`src/design/tas_pkg.sv`:
```
// constants, types and register map of the touch converter mode sequencer
package tas_pkg;

  // register byte offsets on the APB bus
  localparam logic [11:0] CTRL1_OFS = 12'h000;
  localparam logic [11:0] CTRL2_OFS = 12'h004;
  localparam logic [11:0] SEQ0_OFS = 12'h008;
  localparam logic [11:0] SEQ1_OFS = 12'h00C;
  localparam logic [11:0] STAT_OFS = 12'h010;

  // reset values
  localparam logic [11:0] CTRL1_RST = 12'h000;
  localparam logic [11:0] CTRL2_RST = 12'h000;
  localparam logic [11:0] SEQ_RST = 12'h000;

  // field positions
  localparam int MODE_LSB = 0;
  localparam int CHAN_LSB = 7;
  localparam int RATIO_BIT = 11;
  localparam int RPT_SEL_LSB = 0;
  localparam int SEQ_TOP_BIT = 11;
  localparam int STAT_CHAN_LSB = 4;
  localparam int STAT_IDX_LSB = 8;

  // highest valid channel code
  localparam logic [3:0] CHAN_MAX = 4'hA;

  // conversion clock and repeat intervals
  localparam int CLK_PERIOD_NS = 5;
  localparam int CONV_CLK_NS = 500;
  localparam int TICK_CYCLES = (CONV_CLK_NS + CLK_PERIOD_NS - 1) / CLK_PERIOD_NS;
  localparam int RPT1_TICKS = 1024;
  localparam int RPT2_TICKS = 2048;
  localparam int RPT3_TICKS = 16384;

  typedef enum logic [1:0] {
    MODE_OFF = 2'h0,
    MODE_SINGLE = 2'h1,
    MODE_SLAVE_SEQ = 2'h2,
    MODE_MASTER_SEQ = 2'h3
  } tas_mode_t;

  typedef enum logic [2:0] {REF_VREF, REF_GND, REF_XP, REF_XM, REF_YP, REF_YM} tas_ref_t;

  typedef enum logic [2:0] {
    ST_IDLE, ST_WAIT_TOUCH, ST_PICK, ST_START, ST_WAIT_DONE, ST_END, ST_WAIT_RELEASE,
    ST_INTERVAL
  } tas_state_t;

  // plate switches and reference selection for one conversion
  typedef struct packed {
    logic xp_on;
    logic xm_on;
    logic yp_on;
    logic ym_on;
    tas_ref_t ref_pos;
    tas_ref_t ref_neg;
  } tas_drive_t;

  typedef struct packed {
    logic [3:0] chan;
    logic [11:0] data;
  } tas_result_t;

endpackage : tas_pkg

```
`src/design/tas_mode_seq.sv`:
```
// touch converter mode sequencer with APB register slave
//
// Implementation choices: the register offsets and register access over APB.
`timescale 1ns/1ps
// Behaviour
// - mode 00 starts no conversion
// - decode mode 01 single, 10 slave, 11 master
// - mode 01 converts channel-code channel once
// - single done, timer 00: clear mode, idle
// - single with timer nonzero: repeat, keep mode
// - slave sequence converts enabled channels, stores results
// - slave end: timer 00 reverts, else reruns
// - master mode: wake on touch, then sequence
// - master restarts on new touch or timer
// - channel bits 10:7, selector bit 11
// - selector 0 single-ended, 1 ratiometric
// - codes 0 to 10 valid, above invalid
// - timer codes: once, 1024, 2048, 16384 clocks
// - slave timer starts at sequence end
// - master timer starts only if touched
// - release stops timer; next touch converts
// - mode field resets to 00
module tas_mode_seq #(
  parameter int TICK_CYCLES = tas_pkg::TICK_CYCLES,
  parameter int RPT1_TICKS = tas_pkg::RPT1_TICKS,
  parameter int RPT2_TICKS = tas_pkg::RPT2_TICKS,
  parameter int RPT3_TICKS = tas_pkg::RPT3_TICKS
) (
  input wire logic CLOCK_I,
  input wire logic RSTN_I,
  input wire logic PSEL_I,
  input wire logic PENABLE_I,
  input wire logic PWRITE_I,
  input wire logic [11:0] PADDR_I,
  input wire logic [31:0] PWDATA_I,
  output logic [31:0] PRDATA_O,
  output logic PREADY_O,
  output logic PSLVERR_O,
  input wire logic TOUCH_I,
  input wire logic ADC_DONE_I,
  input wire logic [11:0] ADC_DATA_I,
  output logic ADC_START_O,
  output logic [3:0] ADC_CHAN_O,
  output logic ADC_RATIO_O,
  output tas_pkg::tas_drive_t DRIVE_O,
  output logic TOUCH_WAKE_EN_O,
  output logic RES_WE_O,
  output tas_pkg::tas_result_t RES_O,
  output logic BUSY_O
);

  logic [11:0] ctrl1_r;
  logic [11:0] ctrl2_r;
  logic [11:0] seq0_r;
  logic [11:0] seq1_r;
  logic pready_r;
  logic pslverr_r;
  logic [31:0] prdata_r;
  logic [31:0] rd_val;
  logic rd_hit;
  logic commit;
  logic ctrl1_wr;
  logic touch_meta_r;
  logic touch_r;
  tas_pkg::tas_state_t state_r;
  tas_pkg::tas_state_t state_nxt;
  tas_pkg::tas_mode_t mode;
  logic [1:0] rpt_sel;
  logic [11:0] seq_sel;
  logic [3:0] chan_r;
  logic [3:0] chan_nxt;
  logic [3:0] idx_r;
  logic [3:0] idx_nxt;
  logic found;
  logic [3:0] found_ch;
  logic clr_mode;
  logic ratio_r;
  logic start_r;
  tas_pkg::tas_drive_t drive_r;
  logic wake_r;
  logic res_we_r;
  tas_pkg::tas_result_t res_r;
  logic busy_r;
  logic [6:0] tick_cnt_r;
  logic tick;
  logic [14:0] ivl_cnt_r;
  logic [14:0] ivl_lim;
  logic ivl_exp;

  assign mode = tas_pkg::tas_mode_t'(ctrl1_r[tas_pkg::MODE_LSB +: 2]);
  assign rpt_sel = ctrl2_r[tas_pkg::RPT_SEL_LSB +: 2];
  assign seq_sel = (mode == tas_pkg::MODE_MASTER_SEQ) ? seq1_r : seq0_r;

  // apb: one wait state, so every answer comes from a flop
  assign commit = PSEL_I && PENABLE_I && pready_r;
  assign ctrl1_wr = commit && PWRITE_I && (PADDR_I == tas_pkg::CTRL1_OFS);

  always_comb begin
    rd_val = 32'h0000_0000;
    rd_hit = 1'b1;
    unique case (PADDR_I)
      tas_pkg::CTRL1_OFS: rd_val[11:0] = ctrl1_r;
      tas_pkg::CTRL2_OFS: rd_val[11:0] = ctrl2_r;
      tas_pkg::SEQ0_OFS: rd_val[11:0] = seq0_r;
      tas_pkg::SEQ1_OFS: rd_val[11:0] = seq1_r;
      tas_pkg::STAT_OFS: begin
        rd_val[0] = busy_r;
        rd_val[1] = touch_r;
        rd_val[2] = wake_r;
        rd_val[tas_pkg::STAT_CHAN_LSB +: 4] = chan_r;
        rd_val[tas_pkg::STAT_IDX_LSB +: 4] = idx_r;
      end
      default: rd_hit = 1'b0;
    endcase
  end

  always_ff @(posedge CLOCK_I) begin
    if (!RSTN_I) begin
      pready_r <= 1'b0;
      pslverr_r <= 1'b0;
      prdata_r <= 32'h0000_0000;
    end else begin
      pready_r <= PSEL_I && PENABLE_I && !pready_r;
      if (PSEL_I && PENABLE_I && !pready_r) begin
        prdata_r <= PWRITE_I ? 32'h0000_0000 : rd_val;
        pslverr_r <= !rd_hit;
      end
    end
  end

  // a host write of control one wins over the hardware mode clear: it is a new command
  always_ff @(posedge CLOCK_I) begin
    if (!RSTN_I) begin
      // mode field at 00 from reset
      ctrl1_r <= tas_pkg::CTRL1_RST;
    end else if (ctrl1_wr) begin
      ctrl1_r <= PWDATA_I[11:0];
    end else if (clr_mode) begin
      ctrl1_r[tas_pkg::MODE_LSB +: 2] <= tas_pkg::MODE_OFF;
    end
  end

  always_ff @(posedge CLOCK_I) begin
    if (!RSTN_I) begin
      ctrl2_r <= tas_pkg::CTRL2_RST;
      seq0_r <= tas_pkg::SEQ_RST;
      seq1_r <= tas_pkg::SEQ_RST;
    end else if (commit && PWRITE_I) begin
      if (PADDR_I == tas_pkg::CTRL2_OFS) ctrl2_r <= PWDATA_I[11:0];
      if (PADDR_I == tas_pkg::SEQ0_OFS) seq0_r <= PWDATA_I[11:0];
      if (PADDR_I == tas_pkg::SEQ1_OFS) seq1_r <= PWDATA_I[11:0];
    end
  end

  // touch detector is asynchronous to this clock
  always_ff @(posedge CLOCK_I) begin
    if (!RSTN_I) begin
      touch_meta_r <= 1'b0;
      touch_r <= 1'b0;
    end else begin
      touch_meta_r <= TOUCH_I;
      touch_r <= touch_meta_r;
    end
  end

  // lowest enabled channel at or above the sequence index
  always_comb begin
    found = 1'b0;
    found_ch = 4'h0;
    for (int c = 10; c >= 0; c--) begin
      if (seq_sel[tas_pkg::SEQ_TOP_BIT - c] && (4'(c) >= idx_r)) begin
        found = 1'b1;
        found_ch = 4'(c);
      end
    end
  end

  // repeat interval in conversion clocks
  always_comb begin
    unique case (rpt_sel)
      2'h1: ivl_lim = 15'(RPT1_TICKS - 1);
      2'h2: ivl_lim = 15'(RPT2_TICKS - 1);
      default: ivl_lim = 15'(RPT3_TICKS - 1);
    endcase
  end

  assign tick = (tick_cnt_r == 7'(TICK_CYCLES - 1));
  assign ivl_exp = (state_r == tas_pkg::ST_INTERVAL) && tick && (ivl_cnt_r == ivl_lim);

  // interval counter restarts on each entry, so every wait is exact
  always_ff @(posedge CLOCK_I) begin
    if (!RSTN_I || state_r != tas_pkg::ST_INTERVAL) begin
      tick_cnt_r <= 7'h00;
      ivl_cnt_r <= 15'h0000;
    end else begin
      tick_cnt_r <= tick ? 7'h00 : tick_cnt_r + 7'h01;
      if (tick) ivl_cnt_r <= ivl_cnt_r + 15'h0001;
    end
  end

  always_comb begin
    state_nxt = state_r;
    chan_nxt = chan_r;
    idx_nxt = idx_r;
    clr_mode = 1'b0;
    // a control one write aborts and redecodes
    if (ctrl1_wr) begin
      state_nxt = tas_pkg::ST_IDLE;
    end else if (mode == tas_pkg::MODE_OFF) begin
      state_nxt = tas_pkg::ST_IDLE;
    end else begin
      unique case (state_r)
        tas_pkg::ST_IDLE: begin
          idx_nxt = 4'h0;
          unique case (mode)
            tas_pkg::MODE_SINGLE: begin
              // single channel, invalid codes skip conversion
              chan_nxt = ctrl1_r[tas_pkg::CHAN_LSB +: 4];
              state_nxt = (chan_nxt <= tas_pkg::CHAN_MAX) ? tas_pkg::ST_START : tas_pkg::ST_END;
            end
            tas_pkg::MODE_SLAVE_SEQ: state_nxt = tas_pkg::ST_PICK;
            default: state_nxt = tas_pkg::ST_WAIT_TOUCH;
          endcase
        end
        tas_pkg::ST_WAIT_TOUCH: begin
          idx_nxt = 4'h0;
          if (touch_r) state_nxt = tas_pkg::ST_PICK;
        end
        tas_pkg::ST_PICK: begin
          chan_nxt = found_ch;
          state_nxt = found ? tas_pkg::ST_START : tas_pkg::ST_END;
        end
        tas_pkg::ST_START: state_nxt = tas_pkg::ST_WAIT_DONE;
        tas_pkg::ST_WAIT_DONE: begin
          if (ADC_DONE_I) begin
            idx_nxt = chan_r + 4'h1;
            state_nxt = (mode == tas_pkg::MODE_SINGLE) ? tas_pkg::ST_END : tas_pkg::ST_PICK;
          end
        end
        tas_pkg::ST_END: begin
          if (mode == tas_pkg::MODE_MASTER_SEQ) begin
            state_nxt = (touch_r && rpt_sel != 2'h0) ? tas_pkg::ST_INTERVAL
                                                 : tas_pkg::ST_WAIT_RELEASE;
          end else if (rpt_sel == 2'h0) begin
            clr_mode = 1'b1;
            state_nxt = tas_pkg::ST_IDLE;
          end else begin
            state_nxt = tas_pkg::ST_INTERVAL;
          end
        end
        // a fresh touch needs a release first
        tas_pkg::ST_WAIT_RELEASE: begin
          if (!touch_r) state_nxt = tas_pkg::ST_WAIT_TOUCH;
        end
        tas_pkg::ST_INTERVAL: begin
          if (mode == tas_pkg::MODE_MASTER_SEQ && !touch_r) begin
            state_nxt = tas_pkg::ST_WAIT_TOUCH;
          end else if (ivl_exp) begin
            state_nxt = tas_pkg::ST_IDLE;
          end
        end
      endcase
    end
  end

  always_ff @(posedge CLOCK_I) begin
    if (!RSTN_I) begin
      state_r <= tas_pkg::ST_IDLE;
      chan_r <= 4'h0;
      idx_r <= 4'h0;
    end else begin
      state_r <= state_nxt;
      chan_r <= chan_nxt;
      idx_r <= idx_nxt;
    end
  end

  // switch and reference drive for a channel
  function automatic tas_pkg::tas_drive_t drive_of(input logic [3:0] ch, input logic ratio);
    tas_pkg::tas_drive_t d;
    d = '{1'b0, 1'b0, 1'b0, 1'b0, tas_pkg::REF_VREF, tas_pkg::REF_GND};
    unique case (ch)
      4'h0: d = '{1'b0, 1'b0, 1'b1, 1'b1, tas_pkg::REF_YP, tas_pkg::REF_YM};
      4'h1: d = '{1'b1, 1'b1, 1'b0, 1'b0, tas_pkg::REF_XP, tas_pkg::REF_XM};
      4'h2, 4'hA: d = '{1'b0, 1'b1, 1'b1, 1'b0, tas_pkg::REF_YP, tas_pkg::REF_XM};
      default: d.xp_on = 1'b0;
    endcase
    if (!ratio) begin
      d.ref_pos = tas_pkg::REF_VREF;
      d.ref_neg = tas_pkg::REF_GND;
    end
    return d;
  endfunction : drive_of

  // drive is loaded together with the start pulse and held until done,
  // so the plates have settled before the converter samples
  always_ff @(posedge CLOCK_I) begin
    if (!RSTN_I) begin
      start_r <= 1'b0;
      ratio_r <= 1'b0;
      drive_r <= '{1'b0, 1'b0, 1'b0, 1'b0, tas_pkg::REF_VREF, tas_pkg::REF_GND};
    end else begin
      start_r <= (state_r == tas_pkg::ST_START);
      if (state_r == tas_pkg::ST_START) begin
        ratio_r <= ctrl1_r[tas_pkg::RATIO_BIT];
        drive_r <= drive_of(chan_r, ctrl1_r[tas_pkg::RATIO_BIT]);
      end else if (state_r != tas_pkg::ST_WAIT_DONE) begin
        drive_r <= '{1'b0, 1'b0, 1'b0, 1'b0, tas_pkg::REF_VREF, tas_pkg::REF_GND};
      end
    end
  end

  always_ff @(posedge CLOCK_I) begin
    if (!RSTN_I) begin
      res_we_r <= 1'b0;
      res_r <= '{4'h0, 12'h000};
    end else begin
      res_we_r <= (state_r == tas_pkg::ST_WAIT_DONE) && ADC_DONE_I;
      if (state_r == tas_pkg::ST_WAIT_DONE && ADC_DONE_I) res_r <= '{chan_r, ADC_DATA_I};
    end
  end

  always_ff @(posedge CLOCK_I) begin
    if (!RSTN_I) begin
      wake_r <= 1'b0;
      busy_r <= 1'b0;
    end else begin
      wake_r <= (mode == tas_pkg::MODE_MASTER_SEQ);
      busy_r <= (state_nxt != tas_pkg::ST_IDLE);
    end
  end

  assign PRDATA_O = prdata_r;
  assign PREADY_O = pready_r;
  assign PSLVERR_O = pslverr_r;
  assign ADC_START_O = start_r;
  assign ADC_CHAN_O = chan_r;
  assign ADC_RATIO_O = ratio_r;
  assign DRIVE_O = drive_r;
  assign TOUCH_WAKE_EN_O = wake_r;
  assign RES_WE_O = res_we_r;
  assign RES_O = res_r;
  assign BUSY_O = busy_r;

  // checks
  int unsigned ivl_cyc;
  always_ff @(posedge CLOCK_I) begin
    if (!RSTN_I || state_r != tas_pkg::ST_INTERVAL) ivl_cyc <= 0;
    else ivl_cyc <= ivl_cyc + 1;
  end
endmodule : tas_mode_seq

```
`config.mk`:
```
export PLATFORM = sky130hd
export DESIGN_NAME = tas_mode_seq
export DESIGN_NICKNAME = d
export VERILOG_FILES = /design/src/design/tas_pkg.sv /design/src/design/tas_mode_seq.sv
export SDC_FILE = /design/constraint.sdc
export NUM_CORES = 1
export LEC_CHECK = 0
export BUFFER_PORTS_ARGS = -buffer_cell sky130_fd_sc_hd__buf_4
export CAP_MARGIN = 0
export CORE_UTILIZATION = 40
export DETAILED_ROUTE_END_ITERATION = 16
export PLACE_DENSITY = 0.74
export REMOVE_ABC_BUFFERS = 1
export SKIP_CTS_REPAIR_TIMING = 1
export SYNTH_ARGS = -nofsm -noshare
export SYNTH_HDL_FRONTEND = slang
export SYNTH_SLANG_ARGS = --single-unit
export TNS_END_PERCENT = 30
```
`constraint.sdc`:
```
create_clock -name CLOCK_I -period 5.4 [get_ports CLOCK_I]
set_input_delay 0.27 -clock CLOCK_I [delete_from_list [all_inputs] [get_ports CLOCK_I]]
set_output_delay 0.27 -clock CLOCK_I [all_outputs]
set_load 0.1 [all_outputs]
```
==> flow_metrics.py, run 1 <==
metrics = {
    "routing": {
        "vias_per_cell": 5.195,
        "drc_errors": 0,
        "route.vias.total": 5200,
        "wl_per_cell_um": 14.24,
        "postRouteWirelength_mm": 14.25,
        "ant_nets": 0,
        "drt_iter0_markers": 356,
        "drt-pass1-iter-count": 5,
    },
    "power_and_ir_drop": {
        "powerDensity_nw_per_um2": 305.0,
        "power_leakage_nw": 2.859,
        "ir_drop_mv": 0.2004,
    },
    "global_routing": {
        "grtUsageMet1_pct": 25.58,
        "grt_overflow": 0,
        "grtUsageMet3_pct": 5.112,
        "grt_pass1_vias": 4792,
        "grt_first_pass_wirelength_mm": 23.72,
        "grt_use_total_pct": 19.10,
        "grt_most_used_layer": "met2",
        "antenna_found_initial": 0,
        "grt_start_max_net_pins": 76,
        "gr-usage-met2_pct": 28.99,
    },
    "cts": {
        "htree_num_levels": 4,
        "cts_buffers": 17,
        "root_buffer": "clkbuf_16",
        "clk_latency_ns": 0.41,
        "clkSlewWorstSetupHoldPaths_ns": 0.06,
        "clock-sinks": 126,
        "max-clock-path-buffers": 2,
        "cts_tree": "built",
    },
    "critical_path": {
        "slowest_delay_ns": 0.71,
        "worst_r2r_startpoint": "ctrl1_r[1]",
        "cp-start-kind": "register",
        "required_ns": 5.72,
        "crit_family": "compound AO/OA/AOI/OAI gates",
        "r2r_setup_slack_ns": 2.61,
        "crit_arrival_ns": 3.12,
        "cp_max_fo": 14,
        "r2r-end": "BUSY_O",
        "worstPathCellList": "ha_1 > mux2_2 > o21bai_1 > a211oi_1 > and2_1 > a31oi_1 > o211ai_1",
        "crit_buf_inv": 0,
        "crit_type": "reg -> reg",
        "end_kind": "register",
        "r2r_cells": 7,
        "crit_path_top_delay_cell": "ha_1",
    },
    "placement": {
        "placed_area_um2": 6675,
        "post-place-ws_ns": 2.675,
        "dp.final_hpwl_mm": 9.665,
        "gp_congestion": 0.8163,
        "portBuffers": 89,
    },
    "layout": {
        "final_cell_mix": "nand2_1 (148), dfxtp_1 (126), buf_4 (93), a21oi_1 (84), nor2_1 (58)",
        "finalNetCount": 880,
        "final_area_um2": 7282,
        "final_common_cell": "nand2_1",
        "diodes": 0,
        "final_layout_size_suffix_gt1_share_pct": 18.24,
        "area_growth_pct": 21.48,
    },
    "logic_synthesis": {
        "ys.flop_type": "dfxtp_1",
        "seq_area_frac_synth_pct": 42.08,
        "synth_top_cell_area_share_pct": 42.08,
        "synth_cell_type_count": 59,
        "synth_area_um2": 5994,
        "async_reset_ff_share_pct": 0,
        "synth_top_area_cell": "dfxtp_1",
        "synth.avg_cell_area_um2": 8.156,
        "synth_cells": 735,
        "ys_ff_latch": 126,
        "synth_warnings": 0,
        "synth_edf_count": 0,
        "synth_area_leaders": "dfxtp_1 (42%), nand2_1 (9.3%), a21oi_1 (7.0%), mux2i_1 (3.7%), nor2_1 (3.6%)",
    },
    "timing": {
        "min_period_over_period_pct": 51.69,
        "worst_slew_pin_slew_ns": 1.065,
        "maxSlewViolCount": 0,
        "clock_skew_ns": 0.008537,
        "hold_violations": 0,
        "layout_setup_ws_ns": 2.609,
        "period_needed_ns": 2.791,
        "tns_ns": 0,
        "holdWs_ns": 0.08056,
        "rsz0062_at_grt": "no",
        "setup_viol": 0,
        "timing.fmax_mhz": 358.2,
        "slew_headroom_pct": 27.99,
    },
    "min_path": {
        "min_delay_path_depth": 2,
        "hp-class": "in -> reg",
        "hp-start": "TOUCH_I",
        "min_to": "touch_meta_r",
    },
    "flow_run": {
        "maxCapViolCount": 0,
    },
    "floorplanning": {
        "ios": 132,
        "rows": 44,
        "die_h_um": 124.4,
        "core_um2": 14590,
        "die-area_um2": 15480,
        "die_w_um": 124.4,
        "start_util_pct": 41.09,
    },
    "run_status": {
        "status": "complete, no violations",
    },
}
through the flow:
step / instances / utilization (%) / power (mW)
after floorplan: 692 / - / 1.038
after global placement: 969 / 45.75 / 1.080
after detailed placement: 969 / 45.75 / 1.081
after CTS: 1001 / 49.91 / 2.249
after global routing: 1001 / 49.91 / 2.303
final: 1001 / 49.91 / 2.221
final cells by class:
cell class                 instances  area (um^2)
sequential                       126         2522
timing repair buffer              93        698.2
clock buffer                      19        442.9
tap                              184        230.2
inverter                          18        67.56
fill                            1415         7307
multi-input combinational        548         3157
clock inverter                    13        163.9
registers in the layout, indices dropped and copies added, names as in the netlist, 3 cells and up:
name / count
seq0_r: 12
DRIVE_O: 8
ADC_CHAN_O: 4
tick_cnt_r: 7
seq1_r: 12
ctrl1_r: 12
state_r: 3
RES_O: 16
PRDATA_O: 12
ivl_cnt_r: 15
idx_r: 4
ctrl2_r: 12
cells in the mapped netlist, drive strengths merged (5+ instances only):
library cell  number
nand2            148
dfxtp            126
a21oi             85
nor2              58
clkbuf            36
buf               27
o21ai             24
mux2i             22
inv               18
nand3             17
a21o              14
ha                13
nor3              13
xnor2             13
a222oi            11
mux2              11
and2              10
or3               10
xor2               6
o21bai             5
worst max path at each step:
stage | start | end | slack [ns] | cells after the start
final | ctrl1_r[1] | BUSY_O | 2.61 | 7
after detailed placement | ctrl1_r[1] | BUSY_O | 2.67 | 7
after global placement | ctrl1_r[1] | BUSY_O | 2.69 | 7
after CTS | ctrl1_r[1] | BUSY_O | 2.64 | 7
after global routing | ctrl1_r[1] | BUSY_O | 2.45 | 7
after floorplan | PREADY_O | ADC_CHAN_O[0] | 2.57 | 5
where the power goes:
group | total [mW] | switching (mW) | leakage (nW) | internal, mW
clock network | 1.16 | 0.421 | 0.293 | 0.739
registers | 0.933 | 0.00119 | 1.01 | 0.931
logic | 0.128 | 0.102 | 1.55 | 0.0259
metal layers:
metal	vias to the layer above	wire (um)	share of wire [%]
met4	0	190	1.3
met1	2357	6852	48
li1	2643	-	-
met2	185	6204	44
met3	15	1003	7.0
met5	-	0	0
kinds of logic (layout without fill, tap and decap cells):
kind of cell,after synthesis,in the layout,synth area share (%)
compound gates,168,168,17.64
xor+xnor,19,19,2.776
fa+ha+maj,13,13,2.713
buf+inv,81,143,6.617
flops,126,126,42.08
mux,34,34,6.116
other cells,2,22,0.1253
simple gates,292,292,21.94
No activity file was read; power rests on OpenSTA's default activity.
==> run 2, diff against run 1 <==
--- a/config.mk
+++ b/config.mk
@@ -9,7 +9,7 @@
 export CAP_MARGIN = 0
 export CORE_UTILIZATION = 40
 export DETAILED_ROUTE_END_ITERATION = 16
-export PLACE_DENSITY = 0.74
+export PLACE_DENSITY = 0.76
 export REMOVE_ABC_BUFFERS = 1
 export SKIP_CTS_REPAIR_TIMING = 1
 export SYNTH_ARGS = -nofsm -noshare
==> constraint.sdc (replaced) <==
create_clock -name CLOCK_I -period 2.3 [get_ports CLOCK_I]
set_input_delay 0.115 -clock CLOCK_I [delete_from_list [all_inputs] [get_ports CLOCK_I]]
set_output_delay 0.115 -clock CLOCK_I [all_outputs]
set_load 0.1 [all_outputs]
==> flow_metrics.py, run 2 (synthesis results as in run 1) <==
metrics = {
    "cts": {
        "clk_latency_ns": 0.42,
        "cts_tree": "built",
        "clock-sinks": 126,
        "htree_num_levels": 4,
        "max-clock-path-buffers": 2,
        "cts_buffers": 17,
        "root_buffer": "clkbuf_16",
        "clkSlewWorstSetupHoldPaths_ns": 0.06,
    },
    "critical_path": {
        "cp-start-kind": "register",
        "r2r_cells": 8,
        "r2r_setup_slack_ns": 0.06,
        "required_ns": 2.60,
        "worst_r2r_startpoint": "ctrl2_r[0]",
        "r2r-end": "BUSY_O",
        "end_kind": "register",
        "crit_type": "reg -> reg",
        "cp_max_fo": 3,
        "crit_arrival_ns": 2.54,
    },
    "timing": {
        "slew_headroom_pct": 56.83,
        "hold_violations": 0,
        "clock_skew_ns": 0.006250,
        "maxSlewViolCount": 0,
        "period_needed_ns": 2.235,
        "min_period_over_period_pct": 97.18,
        "setup_viol": 0,
        "worst_slew_pin_slew_ns": 0.6459,
        "timing.fmax_mhz": 447.4,
        "tns_ns": 0,
        "rsz0062_at_grt": "yes",
    },
    "routing": {
        "drc_errors": 0,
        "routed.top_layer": "met4",
        "ant_nets": 0,
        "drt-pass1-iter-count": 5,
        "wl_met1_mm": 7.023,
        "drt_iter0_markers": 558,
        "wl_met3_mm": 1.154,
        "route.vias.total": 5550,
        "vias_per_cell": 5.286,
        "wl_per_cell_um": 14.85,
        "postRouteWirelength_mm": 15.59,
        "wl_met2_mm": 7.207,
    },
    "layout": {
        "final_layout_size_suffix_gt1_share_pct": 20.79,
        "final_area_um2": 7759,
        "register_area_um2": 2522,
        "finalNetCount": 929,
        "fin_util_pct": 53.18,
        "stdcell_count": 1050,
        "multi_input_area_um2": 3196,
        "largest_register_ffs": 16,
        "final_common_cell": "nand2_1",
        "final_cell_mix": "nand2_1 (148), dfxtp_1 (126), buf_4 (115), a21oi_1 (84), nor2_1 (57)",
        "nFillCells": 1347,
        "diodes": 0,
        "area_growth_pct": 29.43,
    },
    "min_path": {
        "hp-start": "RSTN_I",
        "min_delay_path_depth": 3,
        "hp-class": "in -> reg",
        "min_to": "ADC_CHAN_O[3]",
    },
    "placement": {
        "dp.final_hpwl_mm": 10.44,
        "dp_cells": 993,
        "placed_area_um2": 6880,
        "portBuffers": 89,
        "gp_congestion": 0.8941,
    },
    "power_and_ir_drop": {
        "power_leakage_nw": 3.093,
        "powerDensity_nw_per_um2": 668.7,
        "ir_drop_mv": 0.5894,
        "finalPower_mw": 5.188,
    },
    "floorplanning": {
        "die_h_um": 124.4,
        "rows": 44,
        "die-area_um2": 15480,
        "die_w_um": 124.4,
        "core_um2": 14590,
        "ios": 132,
        "start_util_pct": 41.09,
    },
    "global_routing": {
        "antenna_found_initial": 0,
        "grt_overflow": 0,
        "grt_use_total_pct": 20.04,
        "grt_first_pass_wirelength_mm": 24.79,
        "grt_pass1_vias": 5019,
        "grt_start_max_net_pins": 44,
    },
    "flow_run": {
        "maxCapViolCount": 0,
    },
    "run_status": {
        "status": "complete, no violations",
    },
}
-- run 2: changes by cell type in the layout (fill, tap and decap cells not counted), sizes merged --
| cell | before | now |
|---|---|---|
| inv | 19 | 22 |
| buf | 93 | 117 |
| clkinv | 7 | 8 |
| dlygate4sd3 | 0 | 25 |
| clkbuf | 19 | 17 |
| clkinvlp | 2 | 1 |
| bufinv | 3 | 2 |
-- run 2: worst max-delay path by stage --
| stage | start | end | slack [ns] | depth (start not counted) |
|---|---|---|---|---|
| finish | ctrl2_r[0] | BUSY_O | 0.06 | 8 |
| global route | ctrl2_r[1] | BUSY_O | -0.02 | 8 |
| CTS | ctrl2_r[0] | BUSY_O | -0.01 | 8 |
| detailed placement | ctrl2_r[1] | BUSY_O | 0.008 | 8 |
| global placement | ctrl2_r[1] | BUSY_O | 0.03 | 8 |
| floorplan | PREADY_O | ADC_CHAN_O[0] | -0.53 | 5 |
-- run 2: through the flow --
| stage | hold WS [ns] | setup slack (ns) |
|---|---|---|
| 2_1_floorplan | 0.2367 | -0.5321 |
| 3_3_place_gp | 0.3428 | 0.02931 |
| 3_5_place_dp | 0.3461 | 0.008409 |
| 4_1_cts | -0.07711 | -0.01257 |
| 5_1_grt | 0.04696 | -0.02306 |
| 6_report | 0.05138 | 0.06486 |
-- run 2: final cells by class --
class,instances,area share [%]
Clock buffer,17,5.483
Inverter,18,0.8708
Timing Repair Buffer,142,14.87
Clock inverter,15,2.113
Tap cell,184,2.967
Sequential cell,126,32.51
Multi-Input combinational cell,548,41.19
-- run 2: metal layers --
| metal | GRT usage, % | vias to the layer above |
|---|---|---|
| met5 | 0 | - |
| met4 | 6.308 | 0 |
| met3 | 5.756 | 18 |
| met2 | 31.91 | 201 |
| met1 | 26.05 | 2595 |
| li1 | - | 2736 |
-- run 2: power by group --
part	switching, mW	internal (mW)	leakage [nW]	total [mW]
sequential	0.00280	2.19	1.01	2.19
clock	1.05	1.61	0.290	2.66
combinational	0.251	0.0909	1.79	0.342
-- run 2: worst max-delay path, stage by stage (launching register included) --
cell and delay (ns):
dfxtp_1 0.34, inv_1 0.08, ha_4 0.26, or4b_4 0.44, a211o_1 0.31, o311ai_4 0.35, o22ai_2 0.12, a21oi_2 0.13
o211ai_1 0.09
